==> src/pkg/pwr_seq_pkg.sv <==
/*
 Package for the power button and wake sequencer: states, register map,
 interrupt bit layout, hold times and the structs that carry pin groups.
 Assumes one 125 MHz standby clock and an APB master for software.
*/
// Contract
// - From soft-off, a hold under four seconds powers up to working.
// - From working, a hold under four seconds enters the selected sleep state.
// - From working, a hold beyond six seconds forces soft-off regardless of software.
// - From sleep, a hold under four seconds wakes to working.
// - From sleep, a hold beyond six seconds goes straight to soft-off.
// - Switch, alarm, LAN, PME and WAKE wake from S1, S3, S4, S5; S4 needs OS support.
// - USB activity wakes only from S1 and S3.
// - Infrared activity wakes only from S3, S4 and S5.
// - PME wakes only while its wake enable setting is on.
// - Each of three fans is speed controlled or switched by its temperature.
// - Fans run only in S0 and S1, held off otherwise.
// - Five rails are checked and flagged when outside their window.
// - A closed chassis switch records an intrusion event.
// - A software command powers the system off without the switch.
// - S3, S4, S5 remove device power; leaving S5 performs a cold boot.
package pwr_seq_pkg;

  typedef enum logic [2:0] {
    ST_S0 = 3'b000,
    ST_S1 = 3'b001,
    ST_S3 = 3'b011,
    ST_S4 = 3'b100,
    ST_S5 = 3'b101
  } pwr_state_type;

  // --------------------------------------------------------------
  // Timing
  // --------------------------------------------------------------
  localparam int unsigned CLK_KHZ      = 125000;
  localparam int unsigned SHORT_MS     = 4000;
  localparam int unsigned LONG_MS      = 6000;
  localparam int unsigned SHORT_CYC    = SHORT_MS * CLK_KHZ;
  localparam int unsigned LONG_CYC     = LONG_MS * CLK_KHZ;
  localparam int unsigned HOLD_W       = 32;
  localparam logic [7:0]  PWM_DIV      = 8'h00_7C;

  // --------------------------------------------------------------
  // Register map
  // --------------------------------------------------------------
  localparam logic [7:0] OFS_CTRL     = 8'h00_00;
  localparam logic [7:0] OFS_CMD      = 8'h00_04;
  localparam logic [7:0] OFS_STATUS   = 8'h00_08;
  localparam logic [7:0] OFS_IRQ_STAT = 8'h00_0C;
  localparam logic [7:0] OFS_IRQ_CLR  = 8'h00_10;
  localparam logic [7:0] OFS_IRQ_EN   = 8'h00_14;
  localparam logic [7:0] OFS_FAN_CFG  = 8'h00_18;

  // Control fields
  localparam int CTRL_PME_EN  = 0;
  localparam int CTRL_S4_EN   = 1;
  localparam int CTRL_SLP_LSB = 4;
  localparam logic [7:0] CTRL_RST = 8'h00_30;

  // Fan start temperature and gain shift
  localparam logic [7:0] FAN_ON_RST = 8'h00_28;
  localparam int         FAN_GAIN   = 2;

  // Interrupt bits
  localparam int IRQ_W      = 4;
  localparam int IRQ_WAKE   = 0;
  localparam int IRQ_RAIL   = 1;
  localparam int IRQ_INTRUD = 2;
  localparam int IRQ_FORCED = 3;

  // Rail windows: +5, +12, +3.3 standby, +1.1, core
  localparam int RAILS = 5;
  localparam int FANS  = 3;
  localparam logic [RAILS-1:0][7:0] RAIL_LO = {8'h00_A0, 8'h00_A0, 8'h00_B0,
                                               8'h00_B0, 8'h00_B0};
  localparam logic [RAILS-1:0][7:0] RAIL_HI = {8'h00_E0, 8'h00_E0, 8'h00_D0,
                                               8'h00_D0, 8'h00_D0};

  typedef struct packed {
    logic rtc_alarm;
    logic lan;
    logic usb;
    logic pme_n;
    logic wake_n;
    logic cir;
  } wake_pins_type;

  typedef struct packed {
    logic main_pwr_en;
    logic dev_pwr_en;
    logic cpu_run;
    logic cold_boot;
  } pwr_ctl_type;

endpackage

==> src/core/power_button_wake_sequencer.sv <==
/*
 Power state sequencer: switch hold timing, wake sources, software
 commands over APB, fan control, rail window monitor, intrusion flag.
 Assumes pins are asynchronous, sensor words come from logic on sys_clk_in.
*/
// The implementer's own choices: the address map and the APB register port.
`timescale 1ns/10ps
module power_button_wake_sequencer #(
  parameter int unsigned SHORT_HOLD = pwr_seq_pkg::SHORT_CYC,
  parameter int unsigned LONG_HOLD  = pwr_seq_pkg::LONG_CYC
) (
  input  wire logic                      sys_clk_in,
  input  wire logic                      reset_n_in,
  input  wire logic                      psel,
  input  wire logic                      penable,
  input  wire logic                      pwrite,
  input  wire logic [7:0]                paddr,
  input  wire logic [31:0]               pwdata,
  output logic      [31:0]               prdata,
  output logic                           pready,
  output logic                           pslverr,
  input  wire logic                      pwr_btn_n_in,
  input  wire pwr_seq_pkg::wake_pins_type wake_pins_in,
  input  wire logic                      chassis_closed_in,
  input  wire logic [2:0][7:0]           fan_temp_in,
  input  wire logic [4:0][7:0]           rail_level_in,
  output pwr_seq_pkg::pwr_state_type     state_out,
  output pwr_seq_pkg::pwr_ctl_type       pwr_ctl_out,
  output logic      [2:0]                fan_pwm_out,
  output logic                           irq_out
);
  import pwr_seq_pkg::*;

  // ------------------------------------------------------------
  // Functions
  // ------------------------------------------------------------
  function automatic logic is_sleep(input pwr_state_type s);
    is_sleep = (s == ST_S1) || (s == ST_S3) || (s == ST_S4);
  endfunction

  function automatic logic wake_gate(input pwr_state_type s, input logic s4_ok);
    wake_gate = (s == ST_S4) ? s4_ok : 1'b1;
  endfunction

  function automatic logic [7:0] fan_duty(input logic [7:0] t, input logic [7:0] on);
    logic [9:0] d;
    d = 10'((t - on)) << FAN_GAIN;
    if (t < on)
      fan_duty = 8'h00_00;
    else if (d > 10'h00_FF)
      fan_duty = 8'h00_FF;
    else
      fan_duty = d[7:0];
  endfunction

  // ------------------------------------------------------------
  // Input synchronisers
  // ------------------------------------------------------------
  logic          btn_n_s;
  logic          chassis_s;
  wake_pins_type wake_s;

  sync_2ff #(.W(8)) u_sync (
    .sys_clk_in (sys_clk_in),
    .reset_n_in (reset_n_in),
    .async_in   ({pwr_btn_n_in, chassis_closed_in, wake_pins_in}),
    .rst_val_in (8'h86),
    .sync_out   ({btn_n_s, chassis_s, wake_s})
  );

  // ------------------------------------------------------------
  // Registers
  // ------------------------------------------------------------
  pwr_state_type     state_r;
  logic [7:0]        ctrl_r;
  logic [7:0]        fan_on_r;
  logic [IRQ_W-1:0]  irq_stat_r;
  logic [IRQ_W-1:0]  irq_en_r;
  logic [HOLD_W-1:0] hold_r;
  logic              btn_q_r;
  logic              long_done_r;
  logic [RAILS-1:0]  rail_bad;
  logic              wr_en;
  logic              rd_en;
  logic              mapped;
  logic              cmd_wr;
  pwr_state_type     cmd_state;
  pwr_state_type     slp_sel;
  pwr_state_type     state_nxt;
  logic [IRQ_W-1:0]  irq_set;
  logic              btn;
  logic              short_rel;
  logic              long_hit;
  logic              wake_any;

  assign btn       = ~btn_n_s;
  assign wr_en     = psel & penable & pwrite;
  assign rd_en     = psel & ~penable & ~pwrite;
  assign mapped    = (paddr == OFS_CTRL) || (paddr == OFS_CMD) ||
                     (paddr == OFS_STATUS) || (paddr == OFS_IRQ_STAT) ||
                     (paddr == OFS_IRQ_CLR) || (paddr == OFS_IRQ_EN) ||
                     (paddr == OFS_FAN_CFG);
  assign pready    = 1'b1;
  assign pslverr   = psel & penable & ~mapped;
  assign cmd_wr    = wr_en & (paddr == OFS_CMD);
  assign cmd_state = pwr_state_type'(pwdata[2:0]);
  assign slp_sel   = pwr_state_type'(ctrl_r[CTRL_SLP_LSB +: 3]);

  // ------------------------------------------------------------
  // Switch hold timing
  // ------------------------------------------------------------
  always_ff @(posedge sys_clk_in) begin
    if (!reset_n_in) begin
      hold_r  <= '0;
      btn_q_r <= 1'b0;
    end else begin
      btn_q_r <= btn;
      if (!btn)
        hold_r <= '0;
      else if (hold_r <= HOLD_W'(LONG_HOLD))
        hold_r <= hold_r + 1'b1;
    end
  end

  assign short_rel = btn_q_r & ~btn & (hold_r < HOLD_W'(SHORT_HOLD)) & ~long_done_r;
  assign long_hit  = btn & (hold_r == HOLD_W'(LONG_HOLD));

  always_ff @(posedge sys_clk_in) begin
    if (!reset_n_in)
      long_done_r <= 1'b0;
    else if (long_hit)
      long_done_r <= 1'b1;
    else if (!btn)
      long_done_r <= 1'b0;
  end

  // ------------------------------------------------------------
  // Wake sources
  // ------------------------------------------------------------
  always_comb begin
    wake_any = 1'b0;
    if (is_sleep(state_r) || state_r == ST_S5)
      wake_any = wake_s.rtc_alarm | wake_s.lan | ~wake_s.wake_n;
    if ((is_sleep(state_r) || state_r == ST_S5) && ctrl_r[CTRL_PME_EN])
      wake_any = wake_any | ~wake_s.pme_n;
    if (state_r == ST_S1 || state_r == ST_S3)
      wake_any = wake_any | wake_s.usb;
    if (state_r == ST_S3 || state_r == ST_S4 || state_r == ST_S5)
      wake_any = wake_any | wake_s.cir;
    wake_any = wake_any & wake_gate(state_r, ctrl_r[CTRL_S4_EN]);
  end

  // ------------------------------------------------------------
  // State machine
  // ------------------------------------------------------------
  always_comb begin
    state_nxt = state_r;
    case (state_r)
      ST_S0: begin
        if (long_hit)
          state_nxt = ST_S5;
        else if (short_rel)
          state_nxt = slp_sel;
        else if (cmd_wr && cmd_state inside {ST_S1, ST_S3, ST_S4, ST_S5})
          state_nxt = cmd_state;
      end
      ST_S1, ST_S3, ST_S4: begin
        if (long_hit)
          state_nxt = ST_S5;
        else if ((short_rel && wake_gate(state_r, ctrl_r[CTRL_S4_EN])) || wake_any)
          state_nxt = ST_S0;
        else if (cmd_wr && cmd_state == ST_S5)
          state_nxt = ST_S5;
      end
      ST_S5: begin
        if (short_rel || wake_any)
          state_nxt = ST_S0;
      end
      default: state_nxt = ST_S5;
    endcase
  end

  always_ff @(posedge sys_clk_in) begin
    if (!reset_n_in)
      state_r <= ST_S5;
    else
      state_r <= state_nxt;
  end

  // ------------------------------------------------------------
  // Power outputs
  // ------------------------------------------------------------
  always_ff @(posedge sys_clk_in) begin
    if (!reset_n_in) begin
      pwr_ctl_out <= '0;
    end else begin
      pwr_ctl_out.main_pwr_en <= (state_nxt == ST_S0) || (state_nxt == ST_S1);
      pwr_ctl_out.dev_pwr_en  <= (state_nxt == ST_S0) || (state_nxt == ST_S1);
      pwr_ctl_out.cpu_run     <= (state_nxt == ST_S0);
      pwr_ctl_out.cold_boot   <= (state_r == ST_S5) && (state_nxt == ST_S0);
    end
  end

  assign state_out = state_r;

  // ------------------------------------------------------------
  // Fan control
  // ------------------------------------------------------------
  logic [7:0]      div_r;
  logic [7:0]      pwm_cnt_r;
  logic [FANS-1:0] fan_run;
  logic            pwm_tick;

  assign pwm_tick = (div_r == PWM_DIV);
  assign fan_run  = {FANS{(state_r == ST_S0) || (state_r == ST_S1)}};

  always_ff @(posedge sys_clk_in) begin
    if (!reset_n_in) begin
      div_r     <= '0;
      pwm_cnt_r <= '0;
    end else begin
      div_r <= pwm_tick ? 8'h00_00 : div_r + 1'b1;
      if (pwm_tick)
        pwm_cnt_r <= pwm_cnt_r + 1'b1;
    end
  end

  always_ff @(posedge sys_clk_in) begin
    if (!reset_n_in) begin
      fan_pwm_out <= '0;
    end else begin
      for (int i = 0; i < FANS; i++)
        fan_pwm_out[i] <= fan_run[i] & (pwm_cnt_r < fan_duty(fan_temp_in[i], fan_on_r));
    end
  end

  // ------------------------------------------------------------
  // Rail monitor and intrusion
  // ------------------------------------------------------------
  // window check
  always_comb begin
    for (int i = 0; i < RAILS; i++)
      rail_bad[i] = (rail_level_in[i] < RAIL_LO[i]) || (rail_level_in[i] > RAIL_HI[i]);
  end

  always_comb begin
    irq_set             = '0;
    irq_set[IRQ_WAKE]   = (state_r != ST_S0) && (state_nxt == ST_S0);
    irq_set[IRQ_RAIL]   = |rail_bad;
    irq_set[IRQ_INTRUD] = chassis_s;
    irq_set[IRQ_FORCED] = long_hit;
  end

  // ------------------------------------------------------------
  // Register file
  // ------------------------------------------------------------
  always_ff @(posedge sys_clk_in) begin
    if (!reset_n_in) begin
      ctrl_r   <= CTRL_RST;
      fan_on_r <= FAN_ON_RST;
      irq_en_r <= '0;
    end else if (wr_en) begin
      if (paddr == OFS_CTRL)
        ctrl_r <= pwdata[7:0];
      if (paddr == OFS_FAN_CFG)
        fan_on_r <= pwdata[7:0];
      if (paddr == OFS_IRQ_EN)
        irq_en_r <= pwdata[IRQ_W-1:0];
    end
  end

  // Set wins over clear
  always_ff @(posedge sys_clk_in) begin
    if (!reset_n_in)
      irq_stat_r <= '0;
    else if (wr_en && paddr == OFS_IRQ_CLR)
      irq_stat_r <= (irq_stat_r & ~pwdata[IRQ_W-1:0]) | irq_set;
    else
      irq_stat_r <= irq_stat_r | irq_set;
  end

  always_ff @(posedge sys_clk_in) begin
    if (!reset_n_in)
      irq_out <= 1'b0;
    else
      irq_out <= |(irq_stat_r & irq_en_r);
  end

  always_ff @(posedge sys_clk_in) begin
    if (!reset_n_in) begin
      prdata <= '0;
    end else if (rd_en) begin
      case (paddr)
        OFS_CTRL:     prdata <= {24'h0000_00, ctrl_r};
        OFS_STATUS:   prdata <= {16'h0000, 3'b000, rail_bad, 5'b0_0000, state_r};
        OFS_IRQ_STAT: prdata <= {28'h000_0000, irq_stat_r};
        OFS_IRQ_EN:   prdata <= {28'h000_0000, irq_en_r};
        OFS_FAN_CFG:  prdata <= {24'h0000_00, fan_on_r};
        default:      prdata <= '0;
      endcase
    end
  end
endmodule

==> src/core/sync_2ff.sv <==
/*
 Two flip-flop synchroniser for a group of asynchronous levels.
 Assumes the inputs change slowly compared with the clock.
*/
`timescale 1ns/10ps
module sync_2ff #(
  parameter int W = 1
) (
  input  wire logic         sys_clk_in,
  input  wire logic         reset_n_in,
  input  wire logic [W-1:0] async_in,
  input  wire logic [W-1:0] rst_val_in,
  output logic      [W-1:0] sync_out
);
  logic [W-1:0] meta_r;

  always_ff @(posedge sys_clk_in) begin
    if (!reset_n_in) begin
      meta_r   <= rst_val_in;
      sync_out <= rst_val_in;
    end else begin
      meta_r   <= async_in;
      sync_out <= meta_r;
    end
  end
endmodule

==> config.mk <==
export PLATFORM = sky130hd
export DESIGN_NAME = power_button_wake_sequencer
export DESIGN_NICKNAME = d
export VERILOG_FILES = /design/src/pkg/pwr_seq_pkg.sv /design/src/core/power_button_wake_sequencer.sv /design/src/core/sync_2ff.sv
export SDC_FILE = /design/constraint.sdc
export NUM_CORES = 1
export LEC_CHECK = 0
export ABC_AREA = 1
export BUFFER_PORTS_ARGS = -buffer_cell sky130_fd_sc_hd__buf_4
export CORE_ASPECT_RATIO = 0.75
export CORE_UTILIZATION = 50
export DETAILED_ROUTE_END_ITERATION = 16
export PLACE_DENSITY = 0.77
export SETUP_SLACK_MARGIN = 0.15
export SLEW_MARGIN = 20
export SYNTH_ARGS = -nofsm -noshare
export SYNTH_HDL_FRONTEND = slang
export SYNTH_HIERARCHICAL = 1
export SYNTH_SLANG_ARGS = --single-unit
==> constraint.sdc <==
create_clock -name sys_clk_in -period 2.4 [get_ports sys_clk_in]
set_input_delay 0.24 -clock sys_clk_in [delete_from_list [all_inputs] [get_ports sys_clk_in]]
set_output_delay 0.24 -clock sys_clk_in [all_outputs]
set_load 0.05 [all_outputs]
### Word-level counts from Yosys, hierarchy flattened

Index checks and enable logic that the tools add are counted.

* output and inout port bits: 45
* register bits after elaboration: 132
* word-level logic and storage cells: 161
* input port bits: 117

* equality and inequality tests: 17
* bitwise operators: 32
* reductions and logical operators: 41
* $add $sub $neg: 6
* mux-type cells: 26
* $lt $le $gt $ge: 21

Operators by type and width (number)
* 8-bit two-way mux: 9
* 13-bit one-hot mux with 5 select lines: 1
* 8-bit < comparator: 6
* 8-bit > comparator (second input constant): 5
* 8-bit < comparator (second input constant): 5
* 32-bit by 1-bit adder with 32-bit output (second input constant): 1
* 32-bit by 30-bit equality test with 1-bit output (second input constant): 1
* 32-bit by 30-bit less-or-equal comparator with 1-bit output (second input constant): 1
* 32-bit by 29-bit < comparator with 1-bit output (second input constant): 1
* 10-bit by 8-bit > comparator with 1-bit output (second input constant): 3
* 8-bit by 5-bit equality test with 1-bit output (second input constant): 3
* 8-bit subtractor: 3
* 3-bit two-way mux: 7
* 1-bit logical OR: 20
* 8-bit by 1-bit adder with 8-bit output (second input constant): 2
* 8-bit by 4-bit equality test with 1-bit output (second input constant): 2
* 1-bit bitwise AND: 14
* 3-bit equality test (second input constant): 4
* 3-bit by 1-bit equality test with 1-bit output (second input constant): 3
* 3-bit one-hot mux with 3 select lines: 1
* 4-bit bitwise AND: 2
* 8-bit by 3-bit equality test with 1-bit output (second input constant): 1
* 8-bit by 7-bit equality test with 1-bit output (second input constant): 1
* 8-bit logical NOT: 1
* other kinds (17): 46

### Logic depth before layout (Yosys ltp)

Gate-level depths: netlist of run 1.

* depth after elaboration: 20
* mapped depth: 18

### By module

The synthesis of run 1 kept the hierarchy.

By module, submodules not included
* power_button_wake_sequencer: area each 7049.3 µm², sequential area each 1941.9 µm², times used 1, cells an instance 1068
* sync_2ff: area each 500.5 µm², sequential area each 320.3 µm², times used 1, cells an instance 59

### Worst setup path before layout of run 1

No wires, ideal clock.

* kind: input -> output
* from: in paddr[7]
* to: out pslverr
* buffers on the path: 0
* stages on the path: 5
* data required time: 2160 ps
* data arrival time: 2104 ps
* setup slack: 56 ps
* path through: or2_2 > nor3_2 > inv_1 > nor2_1 > nor4_1

* cells in the longest elaborated chain, start to end: 9

RTL lines
* start: declaration: line power_button_wake_sequencer.sv:17 `input wire logic [7:0] paddr,`
* 8-bit by 3-bit equality test with 1-bit output / 8-bit logical NOT (equally long branches): line power_button_wake_sequencer.sv:99 `assign mapped = (paddr == OFS_CTRL) || (paddr == OFS_CMD) ||`
* 1-bit logical OR (2 in a row): line power_button_wake_sequencer.sv:99
* 1-bit logical OR (2 in a row): line power_button_wake_sequencer.sv:100 `(paddr == OFS_STATUS) || (paddr == OFS_IRQ_STAT) ||`
* 1-bit logical OR: line power_button_wake_sequencer.sv:101 `(paddr == OFS_IRQ_CLR) || (paddr == OFS_IRQ_EN) ||`
* 1-bit logical OR *: line power_button_wake_sequencer.sv:101
* 1-bit inverter *: line power_button_wake_sequencer.sv:104 `assign pslverr = psel & penable & ~mapped;`
* 1-bit bitwise AND *: line power_button_wake_sequencer.sv:104
* end: declaration: line power_button_wake_sequencer.sv:21 `output logic pslverr,`

Every way passes the cells marked *; elsewhere a longest branch is shown, timed or not.

### Worst setup path after layout of run 1

* from: reg fan_on_r[2]
* to: reg fan_pwm_out[1]

* cells in the longest elaborated chain, start to end: 7

RTL lines
* start: declaration: line power_button_wake_sequencer.sv:76 `logic [7:0] fan_on_r;`
* start signal: assignment: line power_button_wake_sequencer.sv:266 `fan_on_r <= pwdata[7:0];`
* 8-bit subtractor: line power_button_wake_sequencer.sv:47 `d = 10'((t - on)) << FAN_GAIN;`
* 10-bit by 8-bit > comparator with 1-bit output: line power_button_wake_sequencer.sv:50 `else if (d > 10'h00_FF)`
* 8-bit two-way mux: line power_button_wake_sequencer.sv:50
* 8-bit two-way mux *: line power_button_wake_sequencer.sv:48 `if (t < on)`
* 8-bit two-way mux *: line power_button_wake_sequencer.sv:229 `if (!reset_n_in) begin`
* 8-bit < comparator *: line power_button_wake_sequencer.sv:233 `fan_pwm_out[i] <= fan_run[i] & (pwm_cnt_r < fan_duty(fan_temp_in[i], fan_on_r));`
* 1-bit bitwise AND *: line power_button_wake_sequencer.sv:233
* end signal: indexed assignment: line power_button_wake_sequencer.sv:233
* end: declaration: line power_button_wake_sequencer.sv:29 `output logic [2:0] fan_pwm_out,`

Every way passes the cells marked *; elsewhere a longest branch is shown, timed or not. The select of a mux whose other input is x is not followed.
A chain may end at the register's enable or synchronous reset.

==> results.md, run 1 <==
- Clock Latency Late Sink: 0.42 ns
- Clock transition at the registers of the reported paths: 0.06 ns
- Ys Warns: 6
- Fin crit share: 0.992
- Die extent in x: 144 um
- GR Overflow Total: 0
- Reg power frac: 0.369
- Compound-cell area share of the yosys netlist: 0.141
- Root buffer cell: clkbuf_16
- Hold path startpoint: wake_pins_in[4]
- Crit-path max FO: 4
- Post-detail-place hpwl: 15100 um
- Slew Limit Fails: 0
- Worst-Margin Slew: 0.780 ns
- Max Cap Violations: 0
- Area leader, netlist: dfxtp_1
- Final Hold Vio Count: 0
- Synth top area cells: dfxtp_1, nand2_1, ha_1, inv_1, a21oi_1
- CP Launch Point: fan_on_r[2]$_SDFFE_PN0P_
- Die H: 108 um
- Vias in the first global route: 7114
- Number of synthesized register bits: 113
- Worst slew margin: 0.479
- Pwr dens: 549 nW/um2
- H-tree lvl count: 4
- Initial antenna violation count: 0
- Largest net degree at the start of global routing: 48
- Met3 Resource Use GR: 0.0598
- Seq/Total Area, Yosys: 0.300
- Core footprint: 14600 um2
- Mux cell area share after synthesis: 0
- GRT Util Overall: 0.264
- Largest family of logic cells by synthesized area: simple AND/OR/NAND/NOR gates
- Endpoints failing setup: 0
- Area growth from synthesis to layout: 30.6%
- Drt drc: 0
- CTS sink count: 113
- Total Nets Final: 1476
- Switching Fraction: 0.315
- Comb power frac: 0.197
- Routed wire length: 20600 um
- Post-Syn Area: 7550 um2
- HP Class: primary input to register
- Cells after Synth: 1127
- Critical R2R Launch: fan_on_r[2]$_SDFFE_PN0P_
- Sw Pwr: 1.71 mW
- RSZ-0062 raised after global routing: true
- Kind of critical path: register to register
- DR iter-0 viols: 782
- Post-route ant nets: 0
- Worst VDD drop: 629 uV
- Internal power: 3.71 mW
- Status: finished, final reports clean
- Top_reg_cell synth: dfxtp_1
- Crit path DAT: 2.68 ns
- Fmax: 420 MHz
- Rows: 38
- Fillcell total: 1243
- CP required: 2.69 ns
- Buffers on Ports: 117
- Critical Path Source Type: register
- Clk pwr share: 0.434
- Synth Area in Adders: 0.0908
- Syn Area/Cell: 6.70 um2
- Vias per std cell: 5.21
- Setup TNS: 0 ns
- GP Congestion: 0.966
- Synth cell types: 45
- Fraction of layout cells with a size suffix above 1: 0.233
- CTS hold repair buffers: 0
- Met1 Use GR: 0.372
- Async S/R FF share, synth: 0
- CTS Buffer Depth: 2
- Post-synth EDFFs: 0
- XOR/XNOR share of the synthesized area: 0.0383
- Pre-antenna DRT Iters: 6
- Via count: 7918
- Most used routing layer in global routing: met2
- Worst setup EP type: register
- Synth Area in Simple Gates: 0.321
- Die area: 15600 um2
- Leakage: 4.42 nW
- Drt wl/cell: 13.6 um
- # IOs: 162
- First-pass GRT wire length: 33100 um
- Met2 usage: 0.414
- Initial core utilization: 0.517
- Final Core Density: 0.676
- Ant diodes: 0
- CTS buffer count: 17
- CTS tree: yes
- Synth top area share: 0.300
- Minimum period implied by the final worst setup slack: 2.38 ns
- Setup Skew: 0.0150 ns
==> stage by stage <==
stage | cells | setup slack, ns | area [um2] | power, mW | hold WS, ns
finish | 1519 | 0.0187 | 9860 | 5.42 | 0.0130
global route | 1519 | -0.106 | 9860 | 5.65 | 0.0335
CTS | 1518 | 0.0756 | 9750 | 5.40 | 0.00550
detailed placement | 1480 | -0.102 | 8890 | 3.01 | 0.413
global placement | 1480 | -0.00401 | 8890 | 2.99 | 0.409
floorplan | 1153 | 0.168 | 7680 | 2.69 | 0.347
==> flip-flops by register name, summed over array words and instances, names as in the netlist <==
signal / count
u_sync/meta_r: 8
state_out: 3
irq_en_r: 4
fan_pwm_out: 3
prdata: 13
hold_r: 32
div_r: 8
irq_out: 1
u_sync/sync_out: 8
fan_on_r: 8
pwm_cnt_r: 8
long_done_r: 1
irq_stat_r: 4
pwr_ctl_out: 3
btn_q_r: 1
ctrl_r: 8
==> path summary, 6_finish.rpt <==
check	to	slack [ns]	cells after the start
worst min register to register	u_sync/sync_out[2]$_DFF_P_	0.43	2
worst max-delay path	fan_pwm_out[1]$_SDFF_PN0_	0.02	12
worst min-delay path	u_sync/meta_r[4]$_DFF_P_	0.01	3
worst max register to register	fan_pwm_out[1]$_SDFF_PN0_	0.02	12
==> layout by cell type (no fill, tap or decap), drive strengths merged, types with 4 or more instances in the layout <==
| master | instances |
|---|---|
| o211ai | 10 |
| inv | 143 |
| o22ai | 4 |
| nor4 | 12 |
| nor2 | 120 |
| dfxtp | 113 |
| xor2 | 24 |
| nor3 | 32 |
| xnor2 | 9 |
| conb | 28 |
| a21oi | 95 |
| buf | 177 |
| clkbuf | 17 |
| ha | 50 |
| nand3 | 63 |
| nor3b | 4 |
| or2 | 5 |
| clkinv | 5 |
| nand4 | 19 |
| o21ai | 59 |
| a211oi | 4 |
| nand2 | 297 |
==> kinds of logic after synthesis <==
group	after synthesis
buffers and inverters	178
adders and majority gates	53
other	2
AOI/OAI and AO/OA	192
DFF	113
xor gates and xnor gates	33
and+or+nand+nor	556
==> cell usage after synthesis (all sizes together) (3+ instances only) <==
cell / instances
fa: 3
a31oi: 3
or2: 5
o211ai: 10
nor3b: 4
ha: 50
o22ai: 4
xnor2: 9
clkbuf: 9
nand3b: 3
nor3: 32
a21boi: 3
xor2: 24
a21oi: 95
a21o: 3
a211oi: 4
o311ai: 3
nand3: 63
o21ai: 59
dfxtp: 113
nand4: 19
o2111ai: 3
nand2: 297
nor2: 120
buf: 34
inv: 135
nor4: 12
==> area by class of cell <==
| type | count | area [um2] | share of cell area |
|---|---|---|---|
| Timing Repair Buffer | 177 | 1350 | 0.136 |
| Clock inverter | 15 | 124 | 0.0126 |
| Clock buffer | 17 | 425 | 0.0431 |
| Tap cell | 200 | 250 | 0.0254 |
| Inverter | 135 | 509 | 0.0516 |
| Sequential cell | 113 | 2270 | 0.230 |
| Multi-Input combinational cell | 862 | 4940 | 0.501 |
==> what timing repair did <==
| item | 4_1_cts | 5_1_grt |
|---|---|---|
| buffers inserted | 6 | 1 |
| setup endpoints to repair | 3 | 5 |
| cloned | 0 | 0 |
| pin swaps | 21 | 10 |
| resized for setup | 49 | 21 |
==> power by group through the flow <==
stage	Sequential, mW	Clock, mW	Combinational, mW
4_1_cts	2.00	2.37	1.03
3_5_place_dp	2.04	0	0.971
2_1_floorplan	2.13	0	0.551
3_3_place_gp	2.04	0	0.953
5_1_grt	2.01	2.48	1.16
6_report	2.00	2.35	1.06
==> worst max-delay path, stage by stage, from the launching register on <==
cell,delay (ns)
dfxtp_2,0.34
inv_4,0.11
ha_4,0.22
a21oi_1,0.20
o21ai_1,0.14
buf_4,0.16
a31oi_1,0.15
xnor2_1,0.15
o21ai_1,0.10
ha_1,0.34
nand2_1,0.10
o2111ai_1,0.21
a21oi_2,0.04
==> layer usage <==
| layer | wire [um] | part of all wire |
|---|---|---|
| met1 | 9730 | 0.47 |
| met2 | 9220 | 0.45 |
| met3 | 1530 | 0.074 |
| met4 | 144 | 0.0070 |
| met5 | 0 | 0 |
(Power assumes the default switching activity.)
==> run 2, diff against run 1 <==
--- a/config.mk
+++ b/config.mk
@@ -7,7 +7,7 @@
 export LEC_CHECK = 0
 export ABC_AREA = 1
 export BUFFER_PORTS_ARGS = -buffer_cell sky130_fd_sc_hd__buf_4
-export CORE_ASPECT_RATIO = 0.75
+export CORE_ASPECT_RATIO = 0.7
 export CORE_UTILIZATION = 50
 export DETAILED_ROUTE_END_ITERATION = 16
 export PLACE_DENSITY = 0.77
@@ -15,5 +15,4 @@
 export SLEW_MARGIN = 20
 export SYNTH_ARGS = -nofsm -noshare
 export SYNTH_HDL_FRONTEND = slang
-export SYNTH_HIERARCHICAL = 1
 export SYNTH_SLANG_ARGS = --single-unit
==> run 2 against run 1 <==
The flow now finishes with violations (setup timing). Routed wire length up 6.5%. Largest cell class unchanged. Combinational power increased by 20%. Synthesized area down 1.6%. Die area down 1.5%. Final area rose by 0.52%. Flip-flop and latch count stayed put. Utilization up 2.3 points. Highest routed layer unchanged. Synthesized cell count decreased by 2.4%. Non-clock buffer count shrank 7.
==> results.md, run 2 <==
- Status: complete, but fails checks
- Failing checks: setup timing
- Post-Syn Area: 7430 um2 (-1.6%)
- Clk pwr share: 0.438 (+0.004)
- Critical R2R Launch: fan_on_r[0]$_SDFFE_PN0P_
- Max FFs per register: 32 (unchanged)
- GR Overflow Total: 0 (unchanged)
- Initial antenna violation count: 0 (unchanged)
- Initial core utilization: 0.524 (+0.00658)
- Reg power frac: 0.344 (-0.025)
- Fin worst setup slack: -0.0341 ns (-0.0527 ns)
- Delay-heaviest family, CP: adder cells
- GRT Util Overall: 0.275 (+0.0112)
- Cells after Synth: 1100 (-2.4%)
- # IOs: 162 (unchanged)
- Die H: 104 um (-4.1%)
- Critical Path Source Type: register
- First-pass GRT wire length: 33900 um (+2.2%)
- Kind of critical path: register to register
- Endpoints failing setup: 2 (+2)
- Die extent in x: 148 um (+2.7%)
- Comb power frac: 0.218 (+0.021)
- CP required: 2.70 ns (about the same)
- Core footprint: 14200 um2 (-2.8%)
- Top_reg_cell synth: dfxtp_1
- CTS buffer count: 17 (unchanged)
- RSZ-0062 raised after global routing: true
- DR iter-0 viols: 773 (-1.2%)
- Sw Pwr: 1.80 mW (+5.5%)
- Switching Fraction: 0.309 (-0.00661)
- Crit-path max cell delay: 0.39 ns (+0.05 ns)
- H-tree lvl count: 4 (unchanged)
- Worst-Margin Slew: 0.751 ns (-0.0286 ns)
- Async S/R FF share, synth: 0 (unchanged)
- Commonest non-fill, non-tap cell in the layout: nand2_1
- CTS tree: yes
- Post-route ant nets: 0 (unchanged)
- Placed cell areas: 8730 um2 (-1.8%)
- HP Class: primary input to register
- Post-detail-place hpwl: 16000 um (+6.1%)
- Drt wl/cell: 14.9 um (+10%)
- Clock Latency Late Sink: 0.42 ns (about the same)
- Area growth from synthesis to layout: 33.4%
- Finished Cell Area: 9910 um2 (+0.52%)
- Fin crit share: 1.01 (+0.0220)
- CTS Buffer Depth: 2 (unchanged)
- Worst setup EP type: register
- Reg2reg setup slack: -0.03 ns (-0.05 ns)
- Minimum period implied by the final worst setup slack: 2.43 ns (+0.0527 ns)
- Worst VDD drop: 523 uV (-17%)
- Top flop regs: hold_r: 32 flops, prdata: 13 flops
- Crit-path max FO: 4 (unchanged)
- Hold path startpoint: chassis_closed_in
- Fillcell total: 1140 (-8.3%)
- Root buffer cell: clkbuf_16
- Cells after DPL: 1431 (-3.3%)
- Via count: 7915 (-0.038%)
- Die area: 15400 um2 (-1.5%)
- Synth cell types: 48 (+6.7%)
- Slew Limit Fails: 0 (unchanged)
- Pwr dens: 589 nW/um2 (+7.2%)
- Area leader, netlist: dfxtp_1
- Drt drc: 0 (unchanged)
- Synth top area cells: dfxtp_1, nand2_1, ha_1, inv_1, a21oi_1
- Seq/Total Area, Yosys: 0.304 (+0.00474)
- Fmax: 411 MHz (-2.2%)
- Top cells by count, synth: nand2_1, inv_1, dfxtp_1
- Pre-antenna DRT Iters: 7 (+1)
- Vias in the first global route: 6881 (-3.3%)
- Number of synthesized register bits: 113 (unchanged)
- Setup Skew: 0.00897 ns (-0.00604 ns)
- CTS sink count: 113 (unchanged)
- Ys Warns: 0 (-6)
- Routed wire length: 22000 um (+6.5%)
- Clock transition at the registers of the reported paths: 0.06 ns (about the same)
- Crit path DAT: 2.73 ns (+0.05 ns)
- Final non-filler cell total: 1471 (-3.2%)
- Vias per std cell: 5.38 (+3.2%)
- CP Launch Point: fan_on_r[0]$_SDFFE_PN0P_
- Largest net degree at the start of global routing: 43 (-10%)
- Total Nets Final: 1438 (-2.6%)
- Most instantiated library cell after synthesis: nand2_1
- Worst-path cell with the longest stage delay: dfxtp_4
- Final Hold Vio Count: 0 (unchanged)
- Commonest non-fill, non-tap cells in the layout: nand2_1, buf_4, inv_1, dfxtp_1, nor2_1
- Max Cap Violations: 0 (unchanged)
- Internal power: 4.04 mW (+8.8%)
- Leakage: 4.33 nW (-1.9%)
- Worst slew margin: 0.495 (+0.0150)
- Ant diodes: 0 (unchanged)
- Post-synth EDFFs: 0 (unchanged)
- Fraction of layout cells with a size suffix above 1: 0.251 (+0.0186)
- Largest reg by FF count: hold_r
- Buffers on Ports: 117 (unchanged)
- Worst-path cell chain: ha_4, fa_2, inv_2, nand3_2, nand2_2, nand4_1, o311ai_4, o21ai_0, ha_1, nand2_1, o211ai_1, a21oi_2
- Syn Area/Cell: 6.76 um2 (+0.86%)
- GP Congestion: 0.991 (+2.6%)
- Rows: 36 (-5.3%)
- Buf/Inv on CP: 1 (-1)
- Synth top area share: 0.304 (+0.00474)
## run 2: cell types whose count changed after synthesis, sizes merged, moves of 4 or more
cell / previous run / this run
nand2: 297 / 270
nor2: 120 / 101
inv: 135 / 145
nand3: 63 / 58
buf: 34 / 30
o22ai: 4 / 8
or2: 5 / 9
xnor2: 9 / 13
## run 2: cells by family after synthesis
| group | after synthesis | synth area share |
|---|---|---|
| AOI/OAI and AO/OA | 196 | 0.146 |
| xor gates and xnor gates | 37 | 0.0436 |
| adders and majority gates | 53 | 0.0923 |
| buffers and inverters | 185 | 0.109 |
| DFF | 113 | 0.304 |
| other | 2 | 0.00101 |
| and+or+nand+nor | 514 | 0.304 |
## run 2: layout make-up
type / instances / area [um2] / area share
multi-input combinational: 820 / 4950 / 0.499
inverter: 146 / 563 / 0.0568
clock inverter: 11 / 129 / 0.0130
tap: 190 / 238 / 0.0240
clock buffer: 21 / 470 / 0.0475
timing repair buffer: 170 / 1300 / 0.131
sequential: 113 / 2270 / 0.229
## run 2: worst register-to-register path, delay by kind of cell (launching register included)
family,cells,cell delay (ns)
AND/OR/NAND/NOR,4,0.37
AO/OA/AOI/OAI,4,0.60
buffers and inverters,1,0.07
flip-flops,1,0.39
adder cells (fa/ha/maj),3,0.89
## run 2: stage by stage
stage	setup TNS [ns]	utilization	worst slack (ns)	total power, mW	hold slack (ns)
4_1_cts	0	0.672	0.0493	5.76	0.00357
5_1_grt	-0.321	0.699	-0.126	6.06	0.0137
2_1_floorplan	0	-	0.115	2.83	0.338
6_report	-0.0572	0.699	-0.0341	5.84	0.00738
3_5_place_dp	-0.238	0.616	-0.108	3.19	0.398
3_3_place_gp	-0.0881	0.616	-0.0460	3.17	0.394
## run 2: final timing paths
check	endpoint	depth (start not counted)
worst max-delay path	fan_pwm_out[2]$_SDFF_PN0_	12
worst min-delay path	u_sync.meta_r[6]$_SDFF_PN0_	3
worst min register to register	u_sync.sync_out[5]$_SDFF_PN0_	2
worst max register to register	fan_pwm_out[2]$_SDFF_PN0_	12
## run 2: repair_timing
item                                    4_1_cts  5_1_grt
hold buffers                                  1        0
endpoints found under the hold margin         1        0
pin swaps                                    13       42
endpoints found under the setup margin        3       17
resized for setup                            41       71
setup buffers                                 2        5
## run 2: routing by layer
layer	up-vias	part of all wire	global-route usage
li1	3934	-	-
met1	3619	0.47	0.403
met2	337	0.43	0.417
met3	25	0.082	0.0434
met4	0	0.012	0.0685
met5	-	0	0
## run 2: power by group through the flow
stage	Sequential [mW]	Combinational [mW]	Clock, mW
after global routing	2.01	1.38	2.67
after floorplan	2.20	0.624	0
after CTS	2.01	1.19	2.57
after global placement	2.04	1.13	0
final	2.01	1.27	2.56
after detailed placement	2.05	1.15	0
